### config.mk
export PLATFORM = sky130hd
export DESIGN_NAME = gpt_top
export DESIGN_NICKNAME = d
export VERILOG_FILES = /design/src/design/gpt_pkg.sv /design/src/design/gpt_tick_if.sv /design/src/design/gpt_tick_gen.sv /design/src/design/gpt_top.sv
export SDC_FILE = /design/constraint.sdc
export NUM_CORES = 1
export LEC_CHECK = 0
export ABC_AREA = 1
export BUFFER_PORTS_ARGS = -buffer_cell sky130_fd_sc_hd__buf_2
export CORE_ASPECT_RATIO = 0.5
export CORE_MARGIN = 5
export CORE_UTILIZATION = 57
export DETAILED_ROUTE_END_ITERATION = 12
export PLACE_DENSITY = 0.77
export SLEW_MARGIN = 20
export SYNTH_ARGS = -nofsm -noshare
export SYNTH_HDL_FRONTEND = slang
export SYNTH_SLANG_ARGS = --single-unit
### constraint.sdc
create_clock -name clk -period 12.18 [get_ports clk]
set_clock_uncertainty 0.15 [all_clocks]
set_input_delay 1.827 -clock clk [delete_from_list [all_inputs] [get_ports clk]]
set_output_delay 1.827 -clock clk [all_outputs]
set_load 0.03 [all_outputs]
### src/design/gpt_pkg.sv
// constants, register map and field layout of the general purpose timer set
package gpt_pkg;
    // timer slots
    localparam int NUM_TIMERS = 5;
    localparam int TMR_SA     = 0;
    localparam int TMR_A_LO   = 1;
    localparam int TMR_A_HI   = 2;
    localparam int TMR_B_LO   = 3;
    localparam int TMR_B_HI   = 4;
    // byte address: [6:4] timer slot, [3:2] register in slot
    localparam int       ADDR_W      = 7;
    localparam int       SLOT_MSB    = 6;
    localparam int       SLOT_LSB    = 4;
    localparam int       SEL_MSB     = 3;
    localparam int       SEL_LSB     = 2;
    localparam logic [1:0] REG_CTRL   = 2'h0;
    localparam logic [1:0] REG_COUNT  = 2'h1;
    localparam logic [1:0] REG_PERIOD = 2'h2;
    localparam logic [1:0] REG_HOLD   = 2'h3;
    // control fields
    localparam int BIT_RUN     = 15;
    localparam int BIT_IDLE    = 13;
    localparam int BIT_GATE    = 6;
    localparam int PS_MSB      = 5;
    localparam int PS_LSB      = 4;
    localparam int BIT_CASCADE = 3;
    localparam int BIT_SYNC    = 2;
    localparam int BIT_SRC     = 1;
    localparam logic [15:0] CTRL_MASK_SA = 16'ha076;
    localparam logic [15:0] CTRL_MASK_LO = 16'ha07a;
    localparam logic [15:0] CTRL_MASK_HI = 16'ha072;
    localparam logic [15:0] CTRL_RESET   = 16'h0000;
    localparam logic [15:0] COUNT_RESET  = 16'h0000;
    localparam logic [15:0] PERIOD_RESET = 16'hffff;
    // prescale codes and terminal counts
    localparam logic [1:0] PS_DIV1   = 2'h0;
    localparam logic [1:0] PS_DIV8   = 2'h1;
    localparam logic [1:0] PS_DIV64  = 2'h2;
    localparam logic [1:0] PS_DIV256 = 2'h3;
    localparam logic [7:0] PS_LIM1   = 8'h00;
    localparam logic [7:0] PS_LIM8   = 8'h07;
    localparam logic [7:0] PS_LIM64  = 8'h3f;
    localparam logic [7:0] PS_LIM256 = 8'hff;
    // instruction clock is the oscillator divided by two
    localparam int TCY_DIV = 2;
endpackage

### src/design/gpt_tick_if.sv
// control fields and count ticks passed between the top and one tick generator
`timescale 1ns/1ps
interface gpt_tick_if;
    logic       run;        // run enable
    logic       idle_halt;  // stop while idle
    logic       gate_en;    // gated accumulate
    logic [1:0] prescale;   // prescale select
    logic       sync_sel;   // synchronise external clock
    logic       src_ext;    // external clock source
    logic       ctrl_write; // control written while running
    logic       tick;       // prescaled count pulse
    logic       gate_fall;  // gate falling edge event
    modport top  (output run, idle_halt, gate_en, prescale, sync_sel, src_ext, ctrl_write,
                  input tick, gate_fall);
    modport core (input run, idle_halt, gate_en, prescale, sync_sel, src_ext, ctrl_write,
                  output tick, gate_fall);
endinterface

### src/design/gpt_tick_gen.sv
// clock select, sync, gate and prescaler of one timer
`timescale 1ns/1ps
module gpt_tick_gen
    import gpt_pkg::*;
#(
    parameter bit HAS_ASYNC = 1'b1        // raw external clock allowed
) (
    input  wire logic clk,                // system clock
    input  wire logic rst,                // async reset, high
    input  wire logic tcy_en,             // instruction clock enable
    input  wire logic idle_mode,          // device in idle
    input  wire logic ext_pin,            // external clock or gate pin
    gpt_tick_if.core  tif                 // controls and ticks
);
    logic       ext_s1;
    logic       ext_s2;
    logic       ext_raw;
    logic       ext_prev;
    logic       gate_prev;
    logic [7:0] pcnt;
    logic [7:0] next_pcnt;
    logic [7:0] limit;
    logic       ext_level;
    logic       active;
    logic       gated;
    logic       src_tick;
    logic       at_limit;

    // pin sampling, edge history and prescale counter
    always_ff @(posedge clk or posedge rst) begin
        if (rst) begin
            ext_s1    <= 1'b0;
            ext_s2    <= 1'b0;
            ext_raw   <= 1'b0;
            ext_prev  <= 1'b0;
            gate_prev <= 1'b0;
            pcnt      <= 8'h00;
        end else begin
            ext_s1    <= ext_pin;
            ext_s2    <= ext_s1;
            ext_raw   <= ext_pin;
            ext_prev  <= ext_level;
            gate_prev <= ext_s2;
            pcnt      <= next_pcnt;
        end
    end

    // source choice, gating and division
    always_comb begin
        unique case (tif.prescale)
            PS_DIV1:   limit = PS_LIM1;
            PS_DIV8:   limit = PS_LIM8;
            PS_DIV64:  limit = PS_LIM64;
            PS_DIV256: limit = PS_LIM256;
        endcase
        ext_level = (tif.sync_sel || !HAS_ASYNC) ? ext_s2 : ext_raw;
        active    = tif.run && !(tif.idle_halt && idle_mode);
        gated     = tif.gate_en && !tif.src_ext;
        src_tick  = active && (tif.src_ext ? (ext_level && !ext_prev)
                                           : (tcy_en && (!gated || ext_s2)));
        at_limit  = (pcnt == limit);
        next_pcnt = pcnt;
        if (!tif.run || tif.ctrl_write) begin
            next_pcnt = 8'h00;
        end else if (src_tick) begin
            next_pcnt = at_limit ? 8'h00 : pcnt + 8'h01;
        end
    end

    assign tif.tick      = src_tick && at_limit && !tif.ctrl_write;
    assign tif.gate_fall = active && gated && gate_prev && !ext_s2;
endmodule

### src/design/gpt_top.sv
// general purpose timer set with avalon-mm register slave
//
// Implementation choices: the Avalon-MM register port and the register addresses.
`timescale 1ns/1ps
module gpt_top
    import gpt_pkg::*;
(
    input  wire logic              clk,                       // system clock, oscillator rate
    input  wire logic              rst,                       // async reset, high
    input  wire logic [ADDR_W-1:0] avs_address,               // byte address
    input  wire logic              avs_read,                  // read request
    input  wire logic              avs_write,                 // write request
    input  wire logic [31:0]       avs_writedata,             // write data
    input  wire logic [3:0]        avs_byteenable,            // byte lanes
    output logic      [31:0]       avs_readdata,              // read data
    output logic                   avs_waitrequest,           // stall
    input  wire logic              idle_mode,                 // device in idle mode
    input  wire logic              standalone_ext_clock_pin,  // standalone clock or gate pin
    input  wire logic [3:0]        pair_ext_clock_pin,        // a low, a high, b low, b high
    output logic                   standalone_irq_flag,       // standalone event pulse
    output logic                   pair_a_low_irq_flag,       // pair a low 16-bit event pulse
    output logic                   pair_a_irq_flag,           // pair a high or 32-bit event pulse
    output logic                   pair_b_low_irq_flag,       // pair b low 16-bit event pulse
    output logic                   pair_b_irq_flag,           // pair b high or 32-bit event pulse
    output logic                   conv_trigger               // conversion start pulse
);
    logic [15:0]           ctrl      [NUM_TIMERS];
    logic [15:0]           cnt       [NUM_TIMERS];
    logic [15:0]           per       [NUM_TIMERS];
    logic [15:0]           hold      [NUM_TIMERS];
    logic [15:0]           next_ctrl [NUM_TIMERS];
    logic [15:0]           next_cnt  [NUM_TIMERS];
    logic [15:0]           next_per  [NUM_TIMERS];
    logic [15:0]           next_hold [NUM_TIMERS];
    logic [NUM_TIMERS-1:0] flag;
    logic [NUM_TIMERS-1:0] next_flag;
    logic [NUM_TIMERS-1:0] match;
    logic [NUM_TIMERS-1:0] fall;
    logic [NUM_TIMERS-1:0] tick;
    logic [NUM_TIMERS-1:0] gate_fall;
    logic [NUM_TIMERS-1:0] pins;
    logic [NUM_TIMERS-1:0] ctrl_wr;
    logic                  conv;
    logic                  next_conv;
    logic                  next_wait;
    logic [31:0]           next_rdata;
    logic                  tcy_cnt;
    logic                  next_tcy_cnt;
    logic                  tcy_en;
    logic                  req;
    logic                  commit_wr;
    logic [2:0]            slot;
    logic [1:0]            sel;
    logic                  slot_ok;
    logic [31:0]           rd_mux;
    logic [31:0]           sum32;

    gpt_tick_if tif [NUM_TIMERS] ();

    assign pins = {pair_ext_clock_pin, standalone_ext_clock_pin};

    // control mask of one slot: unimplemented bits read zero and ignore writes
    function automatic logic [15:0] ctrl_mask(input int i);
        logic [15:0] m;
        m = CTRL_MASK_HI;
        if (i == TMR_SA) begin
            m = CTRL_MASK_SA;
        end else if (i == TMR_A_LO || i == TMR_B_LO) begin
            m = CTRL_MASK_LO;
        end
        return m;
    endfunction

    // byte-lane merge of a 16-bit register
    function automatic logic [15:0] merge16(input logic [15:0] old, input logic [31:0] wd,
                                            input logic [3:0] be);
        logic [15:0] r;
        r = old;
        if (be[0]) begin
            r[7:0] = wd[7:0];
        end
        if (be[1]) begin
            r[15:8] = wd[15:8];
        end
        return r;
    endfunction

    // per-slot effective controls and tick generators
    for (genvar g = 0; g < NUM_TIMERS; g++) begin : g_tmr
        logic casc_hi;
        if (g == TMR_A_HI || g == TMR_B_HI) begin : g_hi
            assign casc_hi = ctrl[g-1][BIT_CASCADE];
        end else begin : g_nohi
            assign casc_hi = 1'b0;
        end
        assign tif[g].run        = ctrl[g][BIT_RUN] && !casc_hi;
        assign tif[g].idle_halt  = ctrl[g][BIT_IDLE];
        assign tif[g].gate_en    = ctrl[g][BIT_GATE];
        assign tif[g].prescale   = ctrl[g][PS_MSB:PS_LSB];
        assign tif[g].sync_sel   = (g == TMR_SA) ? ctrl[g][BIT_SYNC] : 1'b1;
        assign tif[g].src_ext    = ctrl[g][BIT_SRC];
        assign tif[g].ctrl_write = ctrl_wr[g];
        assign tick[g]           = tif[g].tick;
        assign gate_fall[g]      = tif[g].gate_fall;
        gpt_tick_gen #(
            .HAS_ASYNC (g == TMR_SA)
        ) u_tick (
            .clk       (clk),
            .rst       (rst),
            .tcy_en    (tcy_en),
            .idle_mode (idle_mode),
            .ext_pin   (pins[g]),
            .tif       (tif[g])
        );
    end

    // instruction clock enable, one pulse every two oscillator cycles
    always_comb begin
        next_tcy_cnt = tcy_cnt + 1'b1;
        tcy_en       = (TCY_DIV == 2) && tcy_cnt;
    end

    // bus handshake and read mux
    always_comb begin
        slot      = avs_address[SLOT_MSB:SLOT_LSB];
        sel       = avs_address[SEL_MSB:SEL_LSB];
        slot_ok   = (int'(slot) < NUM_TIMERS);
        req       = (avs_read || avs_write) && avs_waitrequest;
        commit_wr = avs_write && !avs_waitrequest;
        next_wait = !req;
        rd_mux    = 32'h0000_0000;
        if (slot_ok) begin
            unique case (sel)
                REG_CTRL:   rd_mux[15:0] = ctrl[slot] & ctrl_mask(int'(slot));
                REG_COUNT:  rd_mux[15:0] = cnt[slot];
                REG_PERIOD: rd_mux[15:0] = per[slot];
                REG_HOLD:   rd_mux[15:0] = hold[slot];
            endcase
        end
        next_rdata = (req && avs_read) ? rd_mux : avs_readdata;
        for (int i = 0; i < NUM_TIMERS; i++) begin
            ctrl_wr[i] = commit_wr && slot_ok && (int'(slot) == i) && (sel == REG_CTRL)
                         && ctrl[i][BIT_RUN];
        end
    end

    // counting, matches, cascading and register writes
    always_comb begin
        match = '0;
        fall  = gate_fall;
        sum32 = 32'h0000_0000;
        for (int i = 0; i < NUM_TIMERS; i++) begin
            next_ctrl[i] = ctrl[i];
            next_cnt[i]  = cnt[i];
            next_per[i]  = per[i];
            next_hold[i] = hold[i];
            if (tick[i]) begin
                if (cnt[i] == per[i]) begin
                    next_cnt[i] = COUNT_RESET;
                    match[i]    = 1'b1;
                end else begin
                    next_cnt[i] = cnt[i] + 16'h0001;
                end
            end
        end
        // cascaded pairs: low slot controls, high slot holds the upper word
        for (int p = TMR_A_LO; p <= TMR_B_LO; p += 2) begin
            if (ctrl[p][BIT_CASCADE]) begin
                match[p]      = 1'b0;
                match[p+1]    = 1'b0;
                fall[p+1]     = gate_fall[p];
                fall[p]       = 1'b0;
                next_cnt[p+1] = cnt[p+1];
                sum32         = {cnt[p+1], cnt[p]} + 32'h0000_0001;
                if (tick[p]) begin
                    if ({cnt[p+1], cnt[p]} == {per[p+1], per[p]}) begin
                        next_cnt[p]   = COUNT_RESET;
                        next_cnt[p+1] = COUNT_RESET;
                        match[p+1]    = 1'b1;
                    end else begin
                        next_cnt[p]   = sum32[15:0];
                        next_cnt[p+1] = sum32[31:16];
                    end
                end
                if (req && avs_read && slot_ok && int'(slot) == p && sel == REG_COUNT) begin
                    next_hold[p+1] = cnt[p+1];
                end
            end
        end
        next_flag = match | fall;
        next_conv = match[TMR_A_HI];
        // software writes win over counting in the same cycle
        if (commit_wr && slot_ok) begin
            unique case (sel)
                REG_CTRL:   next_ctrl[slot] = merge16(ctrl[slot], avs_writedata, avs_byteenable)
                                              & ctrl_mask(int'(slot));
                REG_COUNT:  next_cnt[slot]  = merge16(cnt[slot], avs_writedata, avs_byteenable);
                REG_PERIOD: next_per[slot]  = merge16(per[slot], avs_writedata, avs_byteenable);
                REG_HOLD:   next_hold[slot] = hold[slot];
            endcase
        end
    end

    // register all state
    always_ff @(posedge clk or posedge rst) begin
        if (rst) begin
            for (int i = 0; i < NUM_TIMERS; i++) begin
                ctrl[i] <= CTRL_RESET;
                cnt[i]  <= COUNT_RESET;
                per[i]  <= PERIOD_RESET;
                hold[i] <= COUNT_RESET;
            end
            flag            <= '0;
            conv            <= 1'b0;
            tcy_cnt         <= 1'b0;
            avs_waitrequest <= 1'b1;
            avs_readdata    <= 32'h0000_0000;
        end else begin
            for (int i = 0; i < NUM_TIMERS; i++) begin
                ctrl[i] <= next_ctrl[i];
                cnt[i]  <= next_cnt[i];
                per[i]  <= next_per[i];
                hold[i] <= next_hold[i];
            end
            flag            <= next_flag;
            conv            <= next_conv;
            tcy_cnt         <= next_tcy_cnt;
            avs_waitrequest <= next_wait;
            avs_readdata    <= next_rdata;
        end
    end

    // event outputs straight from flag flops, conversion trigger from the conv flop
    assign standalone_irq_flag = flag[TMR_SA];
    assign pair_a_low_irq_flag = flag[TMR_A_LO];
    assign pair_a_irq_flag     = flag[TMR_A_HI];
    assign pair_b_low_irq_flag = flag[TMR_B_LO];
    assign pair_b_irq_flag     = flag[TMR_B_HI];
    assign conv_trigger        = conv;
endmodule

==> key figures <==
Outcome
  – Outcome: completed

Yosys
  – Yosys warns: 0
  – Ys flop type: dfrtp_1
  – Synth Register Bits: 359
  – Top post-synthesis cells by area: dfrtp_1, nand2_1, dfstp_2
  – Synth Area in Adders: 0.00541
  – Unique masters post-synth: 51
  – Leading cell type by number of instances after synthesis: nand2_1
  – Syn avg cell area: 6.57 µm²
  – EDFF count, synth: 0
  – Sequential-to-total area share from yosys stat: 0.393
  – Post-synth top area share: 0.301
  – Post-synthesis cell count: 3521
  – Asr flop ratio synth: 1.00
  – Mux cell area share after synthesis: 0.00341
  – Simple-Gate Fraction of Synth Area: 0.352
  – Leading cell types by count after synthesis: nand2_1, nor2_1, inv_1, dfrtp_1, o21ai_0
  – Compound-cell area share of the yosys netlist: 0.116
  – Area leader, netlist: dfrtp_1
  – Largest family of logic cells by synthesized area: simple AND/OR/NAND/NOR gates
  – Mapped Area: 0.0231 mm²
  – XOR/XNOR share of the synthesized area: 0.0295

Critical path
  – Worst path slowest cell: a21oi_1
  – Kind of critical path: primary input to flip-flop
  – Max stage delay on crit path: 750 ps
  – Worst Path Required: 12470 ps
  – Cells along the critical path: buf_2 -> nand2_2 -> o2111ai_1 -> nand2_1 -> o21ai_0 -> a21oi_1 -> inv_1 -> nor2_1 -> nor2_1
  – Crit path max fanout: 30
  – CP endpoint kind: flip-flop
  – Crit path top cell by count: nor2_1
  – Critical Path AT: 4970 ps
  – Critical Path Start Type: primary input
  – Reg-to-reg slack, setup: 8400 ps

Clocking
  – H-Tree Depth: 2
  – CTS tree: built
  – Clock buffer depth: 3
  – CTS clk-pin slew, worst paths: 70 ps
  – PostCTS Resize Cnt: 0
  – Sinks on the clock net: 359
  – Post-CTS setup buffers: 0
  – Hold Buf Count CTS: 0
  – Root Buffer: clkbuf_16
  – CTS Buf Count: 35
  – Clock Latency Late Sink: 570 ps

Power
  – Pwr Total: 4.59 mW
  – Cell-internal power: 2.51 mW
  – Max IR drop VDD: 0.0887 mV
  – Pwr/cell area: 187 mW/mm²
  – Sw Pwr: 2.07 mW
  – Flop pwr share: 0.385
  – Clock power share: 0.246
  – Lkg Pwr: 12.2 nW
  – Sw Share: 0.452
  – Gate power share: 0.369

Floorplan
  – # IOs: 92
  – Standard-cell rows: 52
  – Die height: 152 µm
  – Die Wd: 295 µm
  – Die ar.: 0.0450 mm²
  – Core area: 0.0403 mm²
  – Starting density of the core: 0.575

Global route
  – Vias in the first global route: 21100
  – Grt total ovfl: 0
  – Number of antenna violations at the first check in global routing: 3
  – Gr usage total: 0.383
  – First-pass GRT wire length: 132000 µm
  – Largest net degree at the start of global routing: 123

Place
  – Placer Congestion: 1.05
  – Area after DPL: 0.0234 mm²
  – HPWL Detailed: 65700 µm
  – Count of port buffers added during placement: 55

Drt
  – Vias: 23400
  – Vias per cell: 5.84
  – DR WL/cell: 21.9 µm
  – Starting DRC count in detailed routing: 3375
  – Post-route ant nets: 0
  – DR pass1 iterations: 9
  – Final wirelength: 87800 µm
  – Drt drc: 0

Timing
  – Final slew viol count: 0
  – Slew HR: 0.265
  – Worst-Margin Slew: 1100 ps
  – Fmax: 0.213 GHz
  – RSZ-0062 raised after global routing: false
  – Setup TNS: 0 ps
  – # setup viols final: 0
  – Fin crit period: 4680 ps
  – Fin crit share: 0.385
  – Fin. Hold Viols: 0

Layout
  – Share of cells above drive strength 1: 0.0818
  – Area Growth Syn to Fin: 5.98%
  – Fillers: 3849
  – Storage cell area: 0.00908 mm²
  – Multi-input gate area: 0.0118 mm²
  – Nets@finish: 3507
  – Final instance area: 0.0245 mm²

Min path
  – Worst hold path type: flip-flop to flip-flop

Job
  – MaxCap Viol Count: 0
## worst paths after layout
check,start,depth (start not counted),endpoint
max reg2reg,ctrl[19]$_DFFE_PP0P_,12,cnt[3]$_DFF_PP0_
max,avs_address[4],9,cnt[4]$_DFF_PP0_
max in group asynchronous,rst,4,cnt[21]$_DFF_PP0_
min reg2reg,g_tmr[2].u_tick.ext_s1$_DFF_PP0_,0,g_tmr[2].u_tick.ext_level$_DFF_PP0_
min,g_tmr[2].u_tick.ext_s1$_DFF_PP0_,0,g_tmr[2].u_tick.ext_level$_DFF_PP0_
min in group asynchronous,rst,2,g_tmr[2].u_tick.pcnt[2]$_DFFE_PP0P_
## worst max-delay path, delay by kind of cell
family | cells | cell delay, ps
AO/OA/AOI/OAI | 3 | 1300
buffers and inverters | 2 | 700
AND/OR/NAND/NOR | 4 | 1130
## layout by cell type, fill, tap and decap left out, types with 10 or more instances in the layout
cell type,netlist,layout
o21ai_1,51,51
nor2_1,369,366
nand4_1,52,52
o22ai_1,10,10
nand3_1,143,143
nand2_1,1382,1381
o21ai_0,241,239
dfrtp_1,278,278
xnor2_1,37,37
nor2_4,12,14
nor3_1,18,18
inv_2,14,14
a22oi_1,10,10
dfstp_2,81,81
xor2_1,41,41
buf_2,75,55
o2111ai_1,34,34
buf_4,24,21
a21oi_1,83,83
conb_1,1,16
inv_1,345,344
clkbuf_16,0,35
nor2_2,12,13
nand3b_1,15,15
ha_1,10,10
o211ai_1,12,12
## logic make-up (layout without fill, tap and decap cells)
kind of cell	after synthesis	in the layout
AND/OR/NAND/NOR	2019	2019
AO/OA/AOI/OAI	478	478
multiplexers	7	7
other	1	17
adder cells (fa/ha/maj)	10	10
buffers and inverters	569	504
flip-flops	359	359
XOR/XNOR	78	78
## sequential cells by signal, summed over array words and instances (netlist names)
| signal | flops |
|---|---|
| per | 80 |
| avs_waitrequest | 1 |
| g_tmr.u_tick.ext_s2 | 1 |
| cnt | 80 |
| hold | 80 |
| avs_readdata | 16 |
| g_tmr.u_tick.ext_s1 | 5 |
| conv_trigger | 1 |
| flag | 5 |
| ctrl | 39 |
| g_tmr.u_tick.ext_level | 4 |
| g_tmr.u_tick.gate_prev | 1 |
| g_tmr.u_tick.ext_prev | 5 |
| tcy_cnt | 1 |
| g_tmr.u_tick.pcnt | 40 |
## power groups by stage
stage / registers (mW) / logic, mW / clock network, mW
after floorplan: 1.57 / 1.27 / 0
after global placement: 1.76 / 1.60 / 0
after detailed placement: 1.76 / 1.62 / 0
after CTS: 1.74 / 1.63 / 1.13
after global routing: 1.78 / 1.87 / 1.18
final: 1.76 / 1.69 / 1.13
## layer usage
layer / vias up / wire, µm / GRT usage
li1: 10900 / - / -
met1: 10900 / 37000 / 0.572
met2: 1413 / 35000 / 0.528
met3: 212 / 12600 / 0.128
met4: 6 / 3170 / 0.108
met5: - / 56 / 0
## metrics by stage
step | instances | worst slack [ps] | hold slack [ps] | util
final | 4012 | 7500 | 202 | 0.609
after floorplan | 3536 | 375 | 181 | -
after global placement | 3946 | 7120 | 184 | 0.580
after global routing | 4011 | 7440 | 210 | 0.609
after CTS | 4010 | 7640 | 202 | 0.608
after detailed placement | 3946 | 7070 | 185 | 0.580
## cell type report
type | count | area share
clock buffers | 50 | 0.0413
flip-flops and latches | 359 | 0.370
clock inverters | 14 | 0.00480
repair buffers | 78 | 0.0186
inverters | 362 | 0.0557
multi-input cells | 2608 | 0.481
well taps | 540 | 0.0276
diodes | 1 | 0.000102
Note: power is estimated with default switching activity, not from simulation.
